--- src/rtl/txh_pkg.sv ---
// Shared constants, register map and types of the transmitter head configuration block.
package txh_pkg;
   // Core clock and serial framing.
   localparam int unsigned CLK_HZ = 200_000_000;
   localparam int unsigned BIT_RATE = 9600;
   localparam int unsigned CLKS_PER_BIT_DFLT = CLK_HZ / BIT_RATE;
   localparam int unsigned DATA_BITS = 8;
   localparam int unsigned STOP_BITS = 1;
   localparam logic LINE_IDLE = 1'b1;
   localparam logic LINE_START = 1'b0;
   localparam logic [2:0] LAST_BIT_IDX = 3'h7;

   // Confirmation flash of the indicators, in milliseconds.
   localparam int unsigned SHOW_TIME_MS = 3000;
   localparam int unsigned SHOW_CYCLES_DFLT = (CLK_HZ / 1000) * SHOW_TIME_MS;

   // Sync line: each half period lasts (channel + 1) units.
   localparam int unsigned SYNC_UNIT_DFLT = 64;
   localparam int unsigned SYNC_CNT_W = 16;

   // Channel and barrier number coding.
   localparam logic [3:0] CHAN_NO_ALARM = 4'hf;
   localparam logic [3:0] DIGIT_MAX = 4'h9;
   localparam logic [6:0] DIGIT_WEIGHT_TENS = 7'h0a;
   localparam logic [6:0] NUMBER_OF_ZERO = 7'h64;

   // Register byte offsets.
   localparam logic [7:0] ADDR_TXDATA = 8'h00;
   localparam logic [7:0] ADDR_RXDATA = 8'h04;
   localparam logic [7:0] ADDR_STATUS = 8'h08;
   localparam logic [7:0] ADDR_NUMBER = 8'h0c;

   // Field positions.
   localparam int unsigned RX_VALID_BIT = 8;
   localparam int unsigned RX_FERR_BIT = 9;
   localparam int unsigned ST_CHAN_LSB = 0;
   localparam int unsigned ST_SLAVE_BIT = 4;
   localparam int unsigned ST_STATE_LSB = 5;
   localparam int unsigned ST_LOCKED_BIT = 8;
   localparam int unsigned ST_REMOTE_BIT = 9;
   localparam int unsigned ST_TXBUSY_BIT = 10;
   localparam int unsigned ST_NUMBER_LSB = 12;

   typedef struct packed {
      logic [3:0] tens;
      logic [3:0] units;
   } txh_digits_t;

   typedef enum logic [2:0] {
      ST_LOCAL = 3'b000,
      ST_ARMED = 3'b001,
      ST_SHOW_ON = 3'b010,
      ST_SHOW_OFF = 3'b011,
      ST_REMOTE = 3'b100
   } txh_num_state_t;

   typedef enum logic [1:0] {
      U_IDLE = 2'b00,
      U_START = 2'b01,
      U_DATA = 2'b10,
      U_STOP = 2'b11
   } txh_uart_state_t;
endpackage : txh_pkg

--- src/rtl/txh_top.sv ---
// Transmitter head configuration: serial port, channel choice, sync role and barrier numbering.
`timescale 1ns/100ps
module txh_top
   import txh_pkg::*;
#(
   parameter int unsigned CLKS_PER_BIT = CLKS_PER_BIT_DFLT,
   parameter int unsigned SHOW_CYCLES = SHOW_CYCLES_DFLT,
   parameter int unsigned SYNC_UNIT = SYNC_UNIT_DFLT
) (
   input wire logic core_clk_in,
   input wire logic rst_in,
   input wire logic psel_in,
   input wire logic penable_in,
   input wire logic pwrite_in,
   input wire logic [7:0] paddr_in,
   input wire logic [31:0] pwdata_in,
   output logic [31:0] prdata_out,
   output logic pready_out,
   output logic pslverr_out,
   input wire logic rs485_rx_in,
   output logic rs485_tx_out,
   output logic rs485_de_out,
   input wire logic [3:0] channel_selector_in,
   input wire logic [3:0] units_digit_switch_in,
   input wire logic [3:0] tens_digit_switch_in,
   input wire logic lock_pushbutton_in,
   input wire logic tamper_switch_in,
   input wire logic sync_role_jumper_in,
   input wire logic sync_in,
   output logic sync_out,
   output logic sync_oe_out,
   input wire logic channel_alarm_in,
   input wire logic intrusion_in,
   input wire logic tamper_cond_in,
   input wire logic fault_cond_in,
   output logic [3:0] modulation_channel_out,
   output logic [6:0] barrier_number_out,
   output logic alarm_event_out,
   output logic tamper_event_out,
   output logic fault_event_out,
   output logic fault_tens_indicator_out,
   output logic tamper_units_indicator_out
);
   localparam int unsigned SHOW_W = $clog2(SHOW_CYCLES + 1);
   localparam logic [SHOW_W-1:0] SHOW_LAST = SHOW_W'(SHOW_CYCLES - 1);
   localparam logic [SYNC_CNT_W-1:0] SYNC_UNIT_LAST = SYNC_CNT_W'(SYNC_UNIT - 1);

   if (CLKS_PER_BIT < 4 || SHOW_CYCLES < 1 || SYNC_UNIT < 1 || SYNC_UNIT * 16 >= (1 << SYNC_CNT_W)) begin : g_chk
      $error("txh_top: parameter out of range");
   end

   function automatic logic [6:0] digits_to_bin(input txh_digits_t d);
      digits_to_bin = 7'(d.tens) * DIGIT_WEIGHT_TENS + 7'(d.units);
   endfunction : digits_to_bin

   // Bus side.
   logic pready_r;
   logic pslverr_r;
   logic [31:0] prdata_r;
   logic access;
   logic done;
   logic wr_done;
   logic rd_done;
   logic mapped;
   logic [31:0] rd_mux;

   // Serial side.
   logic uart_busy;
   logic uart_rx_valid;
   logic [7:0] uart_rx_data;
   logic uart_rx_ferr;
   logic tx_start;
   logic rx_valid_r;
   logic rx_ferr_r;
   logic [7:0] rx_data_r;

   // Numbering.
   txh_num_state_t num_st_r;
   txh_digits_t sw;
   txh_digits_t stored_r;
   logic have_r;
   logic locked_r;
   logic [SHOW_W-1:0] show_cnt_r;
   logic btn_q_r;
   logic tmp_q_r;
   logic btn_rel;
   logic tmp_close;
   logic sw_zero;
   logic sw_valid;
   logic num_wr_ok;
   txh_digits_t wr_digits;

   // Channel and sync.
   logic slave;
   logic [3:0] active_ch;
   logic [3:0] slave_ch_r;
   logic sync_q_r;
   logic [SYNC_CNT_W-1:0] sync_pre_r;
   logic [3:0] sync_units_r;
   logic [SYNC_CNT_W-1:0] sync_cnt_r;
   logic [SYNC_CNT_W-1:0] sync_half;

   assign access = psel_in & penable_in & ~pready_r;
   assign done = psel_in & penable_in & pready_r;
   assign wr_done = done & pwrite_in & ~pslverr_r;
   assign rd_done = done & ~pwrite_in & ~pslverr_r;
   assign mapped = (paddr_in == ADDR_TXDATA) || (paddr_in == ADDR_RXDATA) ||
                   (paddr_in == ADDR_STATUS) || (paddr_in == ADDR_NUMBER);

   always_comb begin
      rd_mux = '0;
      unique case (paddr_in)
         ADDR_RXDATA: begin
            rd_mux[7:0] = rx_data_r;
            rd_mux[RX_VALID_BIT] = rx_valid_r;
            rd_mux[RX_FERR_BIT] = rx_ferr_r;
         end
         ADDR_STATUS: begin
            rd_mux[ST_CHAN_LSB +: 4] = active_ch;
            rd_mux[ST_SLAVE_BIT] = slave;
            rd_mux[ST_STATE_LSB +: 3] = num_st_r;
            rd_mux[ST_LOCKED_BIT] = locked_r;
            rd_mux[ST_REMOTE_BIT] = have_r;
            rd_mux[ST_TXBUSY_BIT] = uart_busy;
            rd_mux[ST_NUMBER_LSB +: 7] = barrier_number_out;
         end
         ADDR_NUMBER: rd_mux[7:0] = stored_r;
         default: rd_mux = '0;
      endcase
   end

   // One wait state: the answer is registered in the first access cycle.
   always_ff @(posedge core_clk_in) begin
      if (rst_in) begin
         pready_r <= 1'b0;
         pslverr_r <= 1'b0;
         prdata_r <= '0;
      end else begin
         pready_r <= access;
         if (access) begin
            pslverr_r <= ~mapped;
            prdata_r <= rd_mux;
         end
      end
   end
   assign pready_out = pready_r;
   assign pslverr_out = pslverr_r;
   assign prdata_out = prdata_r;

   // A write to the transmit register while a character is going out is dropped.
   assign tx_start = wr_done && (paddr_in == ADDR_TXDATA) && !uart_busy;

   txh_uart #(
      .CLKS_PER_BIT(CLKS_PER_BIT)
   ) u_uart (
      .core_clk_in(core_clk_in),
      .rst_in(rst_in),
      .tx_start_in(tx_start),
      .tx_data_in(pwdata_in[7:0]),
      .tx_busy_out(uart_busy),
      .line_tx_out(rs485_tx_out),
      .line_de_out(rs485_de_out),
      .line_rx_in(rs485_rx_in),
      .rx_valid_out(uart_rx_valid),
      .rx_data_out(uart_rx_data),
      .rx_ferr_out(uart_rx_ferr)
   );

   // A new character wins over the read that would clear the flag.
   always_ff @(posedge core_clk_in) begin
      if (rst_in) begin
         rx_valid_r <= 1'b0;
         rx_ferr_r <= 1'b0;
         rx_data_r <= '0;
      end else if (uart_rx_valid) begin
         rx_valid_r <= 1'b1;
         rx_ferr_r <= uart_rx_ferr;
         rx_data_r <= uart_rx_data;
      end else if (rd_done && paddr_in == ADDR_RXDATA) begin
         rx_valid_r <= 1'b0;
      end
   end

   assign sw.tens = tens_digit_switch_in;
   assign sw.units = units_digit_switch_in;
   assign sw_zero = (sw == '0);
   assign sw_valid = (sw.tens <= DIGIT_MAX) && (sw.units <= DIGIT_MAX);
   assign btn_rel = btn_q_r & ~lock_pushbutton_in;
   assign tmp_close = ~tmp_q_r & tamper_switch_in;
   assign wr_digits = pwdata_in[7:0];
   // Bus renumbering only in remote mode
   assign num_wr_ok = wr_done && (paddr_in == ADDR_NUMBER) && (num_st_r == ST_REMOTE) && !locked_r &&
                      (wr_digits != '0) && (wr_digits.tens <= DIGIT_MAX) && (wr_digits.units <= DIGIT_MAX);

   always_ff @(posedge core_clk_in) begin
      if (rst_in) begin
         btn_q_r <= 1'b0;
         tmp_q_r <= 1'b0;
      end else begin
         btn_q_r <= lock_pushbutton_in;
         tmp_q_r <= tamper_switch_in;
      end
   end

   always_ff @(posedge core_clk_in) begin
      if (rst_in) begin
         num_st_r <= ST_LOCAL;
         stored_r <= '0;
         have_r <= 1'b0;
         locked_r <= 1'b0;
         show_cnt_r <= '0;
      end else begin
         unique case (num_st_r)
            ST_LOCAL: begin
               if (btn_rel && sw_zero) begin
                  num_st_r <= ST_ARMED;
               end
            end
            ST_REMOTE: begin
               if (btn_rel) begin
                  if (sw_zero) begin
                     num_st_r <= ST_ARMED;
                  end else begin
                     locked_r <= 1'b1;
                  end
               end else if (num_wr_ok) begin
                  stored_r <= wr_digits;
               end
            end
            ST_ARMED: begin
               if (btn_rel && !sw_zero) begin
                  num_st_r <= ST_LOCAL;
               end else if (tmp_close && !sw_zero && sw_valid) begin
                  if (have_r && sw == stored_r) begin
                     num_st_r <= ST_REMOTE;
                  end else begin
                     stored_r <= sw;
                     have_r <= 1'b1;
                     locked_r <= 1'b0;
                     show_cnt_r <= '0;
                     num_st_r <= ST_SHOW_ON;
                  end
               end
            end
            ST_SHOW_ON, ST_SHOW_OFF: begin
               if (show_cnt_r == SHOW_LAST) begin
                  show_cnt_r <= '0;
                  num_st_r <= (num_st_r == ST_SHOW_ON) ? ST_SHOW_OFF : ST_REMOTE;
               end else begin
                  show_cnt_r <= show_cnt_r + 1'b1;
               end
            end
            default: num_st_r <= ST_LOCAL;
         endcase
      end
   end

   always_ff @(posedge core_clk_in) begin
      if (rst_in) begin
         barrier_number_out <= NUMBER_OF_ZERO;
      end else if (num_st_r == ST_LOCAL || !have_r) begin
         barrier_number_out <= sw_zero ? NUMBER_OF_ZERO : digits_to_bin(sw);
      end else begin
         barrier_number_out <= digits_to_bin(stored_r);
      end
   end

   always_ff @(posedge core_clk_in) begin
      if (rst_in) begin
         fault_tens_indicator_out <= 1'b0;
         tamper_units_indicator_out <= 1'b0;
      end else begin
         unique case (num_st_r)
            ST_SHOW_ON: begin
               fault_tens_indicator_out <= 1'b1;
               tamper_units_indicator_out <= 1'b1;
            end
            ST_SHOW_OFF: begin
               fault_tens_indicator_out <= 1'b0;
               tamper_units_indicator_out <= 1'b0;
            end
            ST_ARMED: begin
               fault_tens_indicator_out <= have_r && (sw.tens == stored_r.tens);
               tamper_units_indicator_out <= have_r && (sw.units == stored_r.units);
            end
            default: begin
               fault_tens_indicator_out <= fault_cond_in;
               tamper_units_indicator_out <= tamper_cond_in;
            end
         endcase
      end
   end

   assign slave = sync_role_jumper_in;
   assign active_ch = slave ? slave_ch_r : channel_selector_in;
   assign sync_half = SYNC_CNT_W'(SYNC_UNIT) * SYNC_CNT_W'({1'b0, channel_selector_in} + 5'h01);

   always_ff @(posedge core_clk_in) begin
      if (rst_in) begin
         sync_cnt_r <= '0;
         sync_out <= 1'b0;
         sync_oe_out <= 1'b0;
      end else begin
         sync_oe_out <= ~slave;
         if (sync_cnt_r >= sync_half - 1'b1) begin
            sync_cnt_r <= '0;
            sync_out <= ~sync_out;
         end else begin
            sync_cnt_r <= sync_cnt_r + 1'b1;
         end
      end
   end

   // The high time of the sync wave, in units, is the master's channel number plus one.
   always_ff @(posedge core_clk_in) begin
      if (rst_in) begin
         sync_q_r <= 1'b0;
         sync_pre_r <= '0;
         sync_units_r <= '0;
         slave_ch_r <= '0;
      end else begin
         sync_q_r <= sync_in;
         if (sync_in && !sync_q_r) begin
            sync_pre_r <= '0;
            sync_units_r <= '0;
         end else if (sync_in) begin
            if (sync_pre_r == SYNC_UNIT_LAST) begin
               sync_pre_r <= '0;
               if (sync_units_r != CHAN_NO_ALARM) begin
                  sync_units_r <= sync_units_r + 1'b1;
               end
            end else begin
               sync_pre_r <= sync_pre_r + 1'b1;
            end
         end else if (sync_q_r) begin
            slave_ch_r <= sync_units_r;
         end
      end
   end

   always_ff @(posedge core_clk_in) begin
      if (rst_in) begin
         modulation_channel_out <= '0;
         alarm_event_out <= 1'b0;
         tamper_event_out <= 1'b0;
         fault_event_out <= 1'b0;
      end else begin
         modulation_channel_out <= active_ch;
         alarm_event_out <= intrusion_in | (channel_alarm_in & (active_ch != CHAN_NO_ALARM));
         tamper_event_out <= tamper_cond_in;
         fault_event_out <= fault_cond_in;
      end
   end
endmodule : txh_top

--- src/rtl/txh_uart.sv ---
// Half-duplex asynchronous character engine for the RS-485 line.
`timescale 1ns/100ps
module txh_uart
   import txh_pkg::*;
#(
   parameter int unsigned CLKS_PER_BIT = CLKS_PER_BIT_DFLT
) (
   input wire logic core_clk_in,
   input wire logic rst_in,
   input wire logic tx_start_in,
   input wire logic [7:0] tx_data_in,
   output logic tx_busy_out,
   output logic line_tx_out,
   output logic line_de_out,
   input wire logic line_rx_in,
   output logic rx_valid_out,
   output logic [7:0] rx_data_out,
   output logic rx_ferr_out
);
   localparam int unsigned CW = $clog2(CLKS_PER_BIT + 1);
   localparam logic [CW-1:0] LAST = CW'(CLKS_PER_BIT - 1);
   localparam logic [CW-1:0] HALF = CW'(CLKS_PER_BIT / 2);

   txh_uart_state_t tx_st_r;
   txh_uart_state_t rx_st_r;
   logic [CW-1:0] tx_cnt_r;
   logic [CW-1:0] rx_cnt_r;
   logic [2:0] tx_idx_r;
   logic [2:0] rx_idx_r;
   logic [7:0] tx_sh_r;
   logic [7:0] rx_sh_r;

   assign tx_busy_out = (tx_st_r != U_IDLE);

   always_ff @(posedge core_clk_in) begin
      if (rst_in) begin
         tx_st_r <= U_IDLE;
         tx_cnt_r <= '0;
         tx_idx_r <= '0;
         tx_sh_r <= '0;
         line_tx_out <= LINE_IDLE;
         line_de_out <= 1'b0;
      end else begin
         unique case (tx_st_r)
            U_IDLE: begin
               if (tx_start_in) begin
                  tx_sh_r <= tx_data_in;
                  tx_cnt_r <= '0;
                  line_tx_out <= LINE_START;
                  line_de_out <= 1'b1;
                  tx_st_r <= U_START;
               end
            end
            U_START: begin
               if (tx_cnt_r == LAST) begin
                  tx_cnt_r <= '0;
                  tx_idx_r <= '0;
                  line_tx_out <= tx_sh_r[0];
                  tx_st_r <= U_DATA;
               end else begin
                  tx_cnt_r <= tx_cnt_r + 1'b1;
               end
            end
            U_DATA: begin
               if (tx_cnt_r == LAST) begin
                  tx_cnt_r <= '0;
                  if (tx_idx_r == LAST_BIT_IDX) begin
                     line_tx_out <= LINE_IDLE;
                     tx_st_r <= U_STOP;
                  end else begin
                     tx_idx_r <= tx_idx_r + 1'b1;
                     tx_sh_r <= tx_sh_r >> 1;
                     line_tx_out <= tx_sh_r[1];
                  end
               end else begin
                  tx_cnt_r <= tx_cnt_r + 1'b1;
               end
            end
            U_STOP: begin
               if (tx_cnt_r == LAST) begin
                  tx_cnt_r <= '0;
                  line_de_out <= 1'b0;
                  tx_st_r <= U_IDLE;
               end else begin
                  tx_cnt_r <= tx_cnt_r + 1'b1;
               end
            end
         endcase
      end
   end

   // The receiver only looks for a start bit while our own driver is off, so it never starts decoding its own echo.
   always_ff @(posedge core_clk_in) begin
      if (rst_in) begin
         rx_st_r <= U_IDLE;
         rx_cnt_r <= '0;
         rx_idx_r <= '0;
         rx_sh_r <= '0;
         rx_valid_out <= 1'b0;
         rx_data_out <= '0;
         rx_ferr_out <= 1'b0;
      end else begin
         rx_valid_out <= 1'b0;
         unique case (rx_st_r)
            U_IDLE: begin
               if (tx_st_r == U_IDLE && line_rx_in == LINE_START) begin
                  rx_cnt_r <= '0;
                  rx_st_r <= U_START;
               end
            end
            U_START: begin
               if (rx_cnt_r == HALF) begin
                  rx_cnt_r <= '0;
                  rx_idx_r <= '0;
                  rx_st_r <= (line_rx_in == LINE_START) ? U_DATA : U_IDLE;
               end else begin
                  rx_cnt_r <= rx_cnt_r + 1'b1;
               end
            end
            U_DATA: begin
               if (rx_cnt_r == LAST) begin
                  rx_cnt_r <= '0;
                  rx_sh_r <= {line_rx_in, rx_sh_r[7:1]};
                  if (rx_idx_r == LAST_BIT_IDX) begin
                     rx_st_r <= U_STOP;
                  end else begin
                     rx_idx_r <= rx_idx_r + 1'b1;
                  end
               end else begin
                  rx_cnt_r <= rx_cnt_r + 1'b1;
               end
            end
            U_STOP: begin
               if (rx_cnt_r == LAST) begin
                  rx_cnt_r <= '0;
                  rx_data_out <= rx_sh_r;
                  rx_ferr_out <= (line_rx_in != LINE_IDLE);
                  rx_valid_out <= 1'b1;
                  rx_st_r <= U_IDLE;
               end else begin
                  rx_cnt_r <= rx_cnt_r + 1'b1;
               end
            end
         endcase
      end
   end
endmodule : txh_uart

--- config.mk ---
export PLATFORM = sky130hd
export DESIGN_NAME = txh_top
export DESIGN_NICKNAME = d
export VERILOG_FILES = /design/src/rtl/txh_pkg.sv /design/src/rtl/txh_top.sv /design/src/rtl/txh_uart.sv
export SDC_FILE = /design/constraint.sdc
export NUM_CORES = 1
export LEC_CHECK = 0
export ABC_CLOCK_PERIOD_IN_PS = 3100
export BUFFER_PORTS_ARGS = -buffer_cell sky130_fd_sc_hd__buf_4
export CAP_MARGIN = 15
export CORE_UTILIZATION = 40
export CTS_BUF_LIST = sky130_fd_sc_hd__clkbuf_16
export DETAILED_ROUTE_END_ITERATION = 10
export HOLD_SLACK_MARGIN = 0.03
export PLACE_DENSITY = 0.57
export SETUP_SLACK_MARGIN = 0.1
export SLEW_MARGIN = 20
export SYNTH_ARGS = -nofsm -noshare
export SYNTH_HDL_FRONTEND = slang
export SYNTH_SLANG_ARGS = --single-unit
--- constraint.sdc ---
create_clock -name core_clk_in -period 3.1 [get_ports core_clk_in]
set_clock_uncertainty 0.1 [all_clocks]
set_input_delay 0.155 -clock core_clk_in [delete_from_list [all_inputs] [get_ports core_clk_in]]
set_output_delay 0.155 -clock core_clk_in [all_outputs]
set_load 0.05 [all_outputs]
**Word-level counts from Yosys, hierarchy flattened**

Index checks and enable logic that the tools add are counted.

- Add/sub/neg operators: 12
- Multiply operators: 2
- $lt $le $gt $ge: 5
- Eq/ne operators: 48
- Muxes and demuxes: 79
- Bitwise operators: 25
- Reductions and logical operators: 65

Operators with widths:

| kind | number |
|---|---|
| 30-bit two-way mux | 4 |
| 15-bit two-way mux | 5 |
| 8-bit two-way mux | 8 |
| 30-bit one-hot mux with 2 select lines | 1 |
| 15-bit one-hot mux with 3 select lines | 1 |
| 3-bit two-way mux | 14 |
| 16-bit by 1-bit adder with 16-bit output, second input constant | 2 |
| 8-bit one-hot mux with 2 select lines | 2 |
| 15-bit by 1-bit adder with 15-bit output, second input constant | 2 |
| 30-bit by 1-bit adder with 30-bit output, second input constant | 1 |
| 15-bit == test, second input constant | 2 |
| 30-bit == test, second input constant | 1 |
| 15-bit one-hot mux with 2 select lines | 1 |
| 2-bit != test, second input constant | 13 |
| 8-bit one-hot mux with 3 select lines | 1 |
| 4-bit AND reduction | 6 |
| 2-bit two-way mux | 11 |
| 7-bit two-way mux | 3 |
| 1-bit logical AND | 19 |
| 2-bit by 1-bit != test with 1-bit output, second input constant | 9 |
| 16-bit by 6-bit == test with 1-bit output, second input constant | 1 |
| 8-bit by 4-bit == test with 1-bit output, second input constant | 2 |
| 16-bit >= comparator | 1 |
| 4-bit less-or-equal comparator, second input constant | 4 |
| 43 further kinds | 122 |

- Register bits: 202
- Input port bits: 66
- Output and inout port bits: 54
- Logic and storage cells: 277

**Longest topological paths before layout**

- Word-level depth: 13
- Gate-level depth with buffers: 15
- Depth with buffers taken out: 13

**By module**

A second synthesis with hierarchy kept.

- Cells, all modules: 1197
- Area, all modules: 10302.4 um2

By module, submodules not included:

| module | times used | cells an instance | area an instance (um2) | seq. area each (um2) |
|---|---|---|---|---|
| txh_top | 1 | 795 | 6801.5 | 2682.6 |
| txh_uart | 1 | 402 | 3500.9 | 1361.3 |

**Least setup slack after synthesis**

Ideal clock, no wire load.

- Kind: in2reg
- Start point: in channel_selector_in[0]
- End point: reg sync_cnt_r[10]
- Setup time: 65 ps
- Data arrival time: 2661 ps
- Required time: 2935 ps
- Path slack: 274 ps
- Stages on the path: 15
- Buffers on the path: 2
- Cell sequence: ha_1 -> nor3b_1 -> a21oi_1 -> o22ai_1 -> nand2_1 -> xor2_1 -> ha_1 -> a21o_1 -> a21o_1 -> a221oi_1 -> o21ai_0 -> nand2b_1 -> clkbuf_1 -> clkbuf_1 -> nor2_1

- Word-level cells in the longest chain between the ends: 4

RTL lines:

| what | line | text |
|---|---|---|
| start, declared | txh_top.sv:23 | `input wire logic [3:0] channel_selector_in,` |
| 4-bit by 1-bit adder with 5-bit output | txh_top.sv:296 | `assign sync_half = SYNC_CNT_W'(SYNC_UNIT) * SYNC_CNT_W'({1'b0, channel_selector_in} + 5'h01);` |
| 11-bit by 1-bit subtractor with 12-bit output | txh_top.sv:305 | `if (sync_cnt_r >= sync_half - 1'b1) begin` |
| 16-bit >= comparator | txh_top.sv:305 |  |
| 2-bit OR reduction (no source line) | n/a |  |
| end signal, assigned | txh_top.sv:309 | `sync_cnt_r <= sync_cnt_r + 1'b1;` |
| end, declared | txh_top.sv:100 | `logic [SYNC_CNT_W-1:0] sync_cnt_r;` |

Every way passes these cells.
A chain may end at the register's enable or synchronous reset.

**Worst setup path in the final report**

- Start point: reg num_st_r[0]
- End point: reg stored_r[4] (netlist name)

- Word-level cells in the longest chain between the ends: 8
- Elaborated cells on any way between the ends: 15
- Those cells by class: eq/ne (7); mux (1); reduce/logical (7)

RTL lines:

| what | line | text |
|---|---|---|
| start, declared | txh_top.sv:78 | `txh_num_state_t num_st_r;` |
| start signal, assigned | txh_top.sv:248 | `num_st_r <= (num_st_r == ST_SHOW_ON) ? ST_SHOW_OFF : ST_REMOTE;` |
| 3-bit == test | txh_top.sv:192, txh_top.sv:213 |  |
| 1-bit logical AND (3 in series) | txh_top.sv:192 | `assign num_wr_ok = wr_done && (paddr_in == ADDR_NUMBER) && (num_st_r == ST_REMOTE) && !locked_r &&` |
| 1-bit logical AND (2 in series) | txh_top.sv:193 | `(wr_digits != '0) && (wr_digits.tens <= DIGIT_MAX) && (wr_digits.units <= DIGIT_MAX);` |
| 2-bit != test (no source line) | n/a |  |
| 6-bit AND reduction (no source line) | n/a |  |
| end signal, assigned | txh_top.sv:227 | `stored_r <= wr_digits;` |
| end signal, assigned | txh_top.sv:237 | `stored_r <= sw;` |
| end, declared | txh_top.sv:80 | `txh_digits_t stored_r;` |

Several ways; a longest one is shown, not always the timed one.

==> metrics.csv <==
stage,metric,value,unit
timing,timing.final.setup_violations,0,
detailed_routing,highest_layer,met4,
timing,fmax,371,MHz
floorplanning,coreArea,0.0245,mm²
placement,pre_cts_ws,96.9,ps
grt,grt_overflow_total,0,
logic_synthesis,syn_inst,1161,
cells_and_area,antenna-diode-count,0,
cells_and_area,drive_gt1_frac,0.119,
grt,grt_pass1_wl,39.9,mm
clock_network,cts.path.max_buffers,3,
critical_path,crit_type,reg2reg,
logic_synthesis,synth_flop_cell,dfxtp_1,
min_path,hp-class,in2reg,
timing,period_needed,2700,ps
grt,track_usage,0.185,
detailed_routing,viasPerCell,5.25,
power,p_leak,4.70,nW
logic_synthesis,avgSynthCellArea,8.64,µm²
timing,worst_slack,403,ps
clock_network,cts_setup_buffers,0,
flow_run,drv_cap,0,
clock_network,cts_root_buffer,clkbuf_16,
cells_and_area,final_area,0.0120,mm²
clock_network,clkSinkCount,202,
critical_path,crit_family,buffers and inverters,
critical_path,worstPathRequired,3440,ps
critical_path,setup.worst_path.end_class,register,
timing,fin_setup_tns,0,ps
critical_path,cp_cell_sequence,nand2b_1 > nor2_1 > buf_4 > nand4_1 > o22ai_1 > buf_4 > nor2_1 > a311oi_1 > dlygate4sd3_1,
detailed_routing,drt_iter0_drc,444,
cells_and_area,final_common_cell,dfxtp_1,
cells_and_area,syn_to_final_growth,19.3,%
status,status,finished clean,
power,p_per_area,505,mW/mm²
cells_and_area,final_cell_mix,"202 x dfxtp_1, 201 x nor2_1, 101 x buf_4, 97 x nand2_1, 49 x mux2i_1",
placement,gp_congestion,0.800,
floorplanning,initial_core_util,0.410,
detailed_routing,dr_wl_met3,899,µm
floorplanning,num_rows,57,
floorplanning,die-area,0.0257,mm²
floorplanning,io_pins,120,
cells_and_area,finalNetCount,1384,
placement,port_buffers,81,
detailed_routing,dr.pass1.iters,4,
critical_path,worstPathBufferInverterCount,3,
critical_path,critPathSlowestCell,dlygate4sd3_1,
clock_network,worstSkewPairLatency,500,ps
timing,slew-limit-headroom,0.372,
critical_path,slowest_delay,600,ps
timing,slew_violations,0,
timing,hold_violations,0,
logic_synthesis,yosysUniqueCellTypes,71,
placement,hpwl,17.0,mm
timing,tightest_slew,935,ps
detailed_routing,wirelength,23.9,mm
detailed_routing,vias,8473,
logic_synthesis,ys_warn_count,0,
clock_network,cts_tree,built,
timing,rsz0062_at_grt,false,
detailed_routing,dr_wl_met2,10.8,mm
grt,antenna_found_initial,0,
floorplanning,fp.dieW,160,µm
clock_network,path_clk_slew,60,ps
grt,grt_pass1_vias,7947,
logic_synthesis,ys_ff_latch,202,
critical_path,cp_max_fo,16,
cells_and_area,fillCellCount,2364,
critical_path,worstPathArrival,3040,ps
detailed_routing,wire_per_inst,14.8,µm
detailed_routing,drc,0,
logic_synthesis,syn_area,0.0100,mm²
detailed_routing,wl_met1,11.7,mm
clock_network,cts-buffers-inserted,23,
clock_network,htreeDepth,1,
logic_synthesis,async_flop_share,0,
grt,grt_max_degree,68,
detailed_routing,drtAntennaViolNets,0,
critical_path,cp-start-kind,register,
logic_synthesis,synth_edf_count,0,
power,vdd_ir_drop_max,0.000339,V
placement,placed_cell_area,0.0110,mm²
floorplanning,dieHeight,160,µm
timing,post-route-period-util,0.870,
logic_synthesis,ys_seq_area_frac,0.403,
[layout make-up]
class                      count  area [µm²]  share of cell area
clock buffer                  23         576              0.0481
multi-input combinational    888        5660               0.473
sequential                   202        4040               0.338
tap                          324         405              0.0339
timing repair buffer         134        1090              0.0909
clock inverter                18         101             0.00847
inverter                      25        93.8             0.00784
[cells by family (layout without fill, tap and decap cells)]
| family | after synthesis | after routing | share of synthesized area |
|---|---|---|---|
| AOI/OAI and AO/OA | 181 | 181 | 0.120 |
| buffers and inverters | 84 | 200 | 0.0379 |
| DFF | 202 | 202 | 0.403 |
| other | 1 | 14 | 0.000374 |
| and+or+nand+nor | 507 | 507 | 0.249 |
| xor gates and xnor gates | 85 | 85 | 0.0742 |
| muxes | 57 | 57 | 0.0579 |
| adders and majority gates | 44 | 44 | 0.0579 |
[state kept, by name, summed over array words and instances (netlist names), 4 cells and up, named ones only]
name	cells
barrier_number_out	7
u_uart.rx_sh_r	8
stored_r	8
rx_data_r	8
slave_ch_r	4
sync_units_r	4
show_cnt_r	30
u_uart.tx_cnt_r	15
sync_cnt_r	16
u_uart.tx_sh_r	8
prdata_out	18
u_uart.rx_data_out	8
sync_pre_r	16
u_uart.rx_cnt_r	15
modulation_channel_out	4
[through the flow]
step | instances | hold WS (ps) | power, mW | util
2_1_floorplan | 1174 | 172 | 3.38 | -
3_3_place_gp | 1540 | 268 | 3.60 | 0.448
3_5_place_dp | 1540 | 271 | 3.61 | 0.448
4_1_cts | 1614 | 46.5 | 6.13 | 0.489
5_1_grt | 1614 | 62.2 | 6.32 | 0.489
6_report | 1614 | 45.3 | 6.04 | 0.489
[final timing paths]
| kind | slack (ps) | end | cells past startpoint | from |
|---|---|---|---|---|
| max | 400 | stored_r[4]$_SDFFE_PP0P_ | 9 | num_st_r[0]$_SDFFE_PP0P_ |
| min | 50 | barrier_number_out[2]$_SDFF_PP1_ | 3 | rst_in |
| max reg2reg | 400 | stored_r[4]$_SDFFE_PP0P_ | 9 | num_st_r[0]$_SDFFE_PP0P_ |
| min reg2reg | 370 | u_uart.rx_idx_r[2]$_SDFFE_PP0P_ | 2 | u_uart.rx_idx_r[2]$_SDFFE_PP0P_ |
[report_power, final]
group / internal [mW] / switching, mW / leakage, nW
clock: 1.42 / 1.03 / 0.361
sequential: 2.68 / 0.0678 / 1.63
combinational: 0.306 / 0.534 / 2.70
total: 4.40 / 1.64 / 4.70
[metal layers]
layer / global-route usage / vias to the layer above
met5: 0 / -
met4: 0.0515 / 0
met3: 0.0282 / 37
met2: 0.303 / 146
met1: 0.253 / 3998
li1: - / 4292
[synthesized netlist by cell type, types with 25 or more instances]
master,instances,area (µm²)
nand4_1,28,175
mux2i_1,49,490
xnor2_1,41,359
xor2_1,44,385
a21oi_1,43,215
a22oi_1,25,188
clkbuf_1,33,124
o21ai_0,41,205
nand2_1,97,364
nand3_1,34,170
nor2_1,201,754
dfxtp_1,202,4040
ha_1,40,500
[tightest hold or removal path: stages]
cell	delay, ps
buf_4	120
clkinv_1	250
nand2_1	80
[what timing repair did]
| action | 4_1_cts | 5_1_grt |
|---|---|---|
| hold endpoints to repair | 41 | 0 |
| hold buffers | 33 | 0 |
| resized for setup | 0 | 1 |
| setup endpoints to repair | 0 | 3 |
No activity file was read; power rests on OpenSTA's default activity.
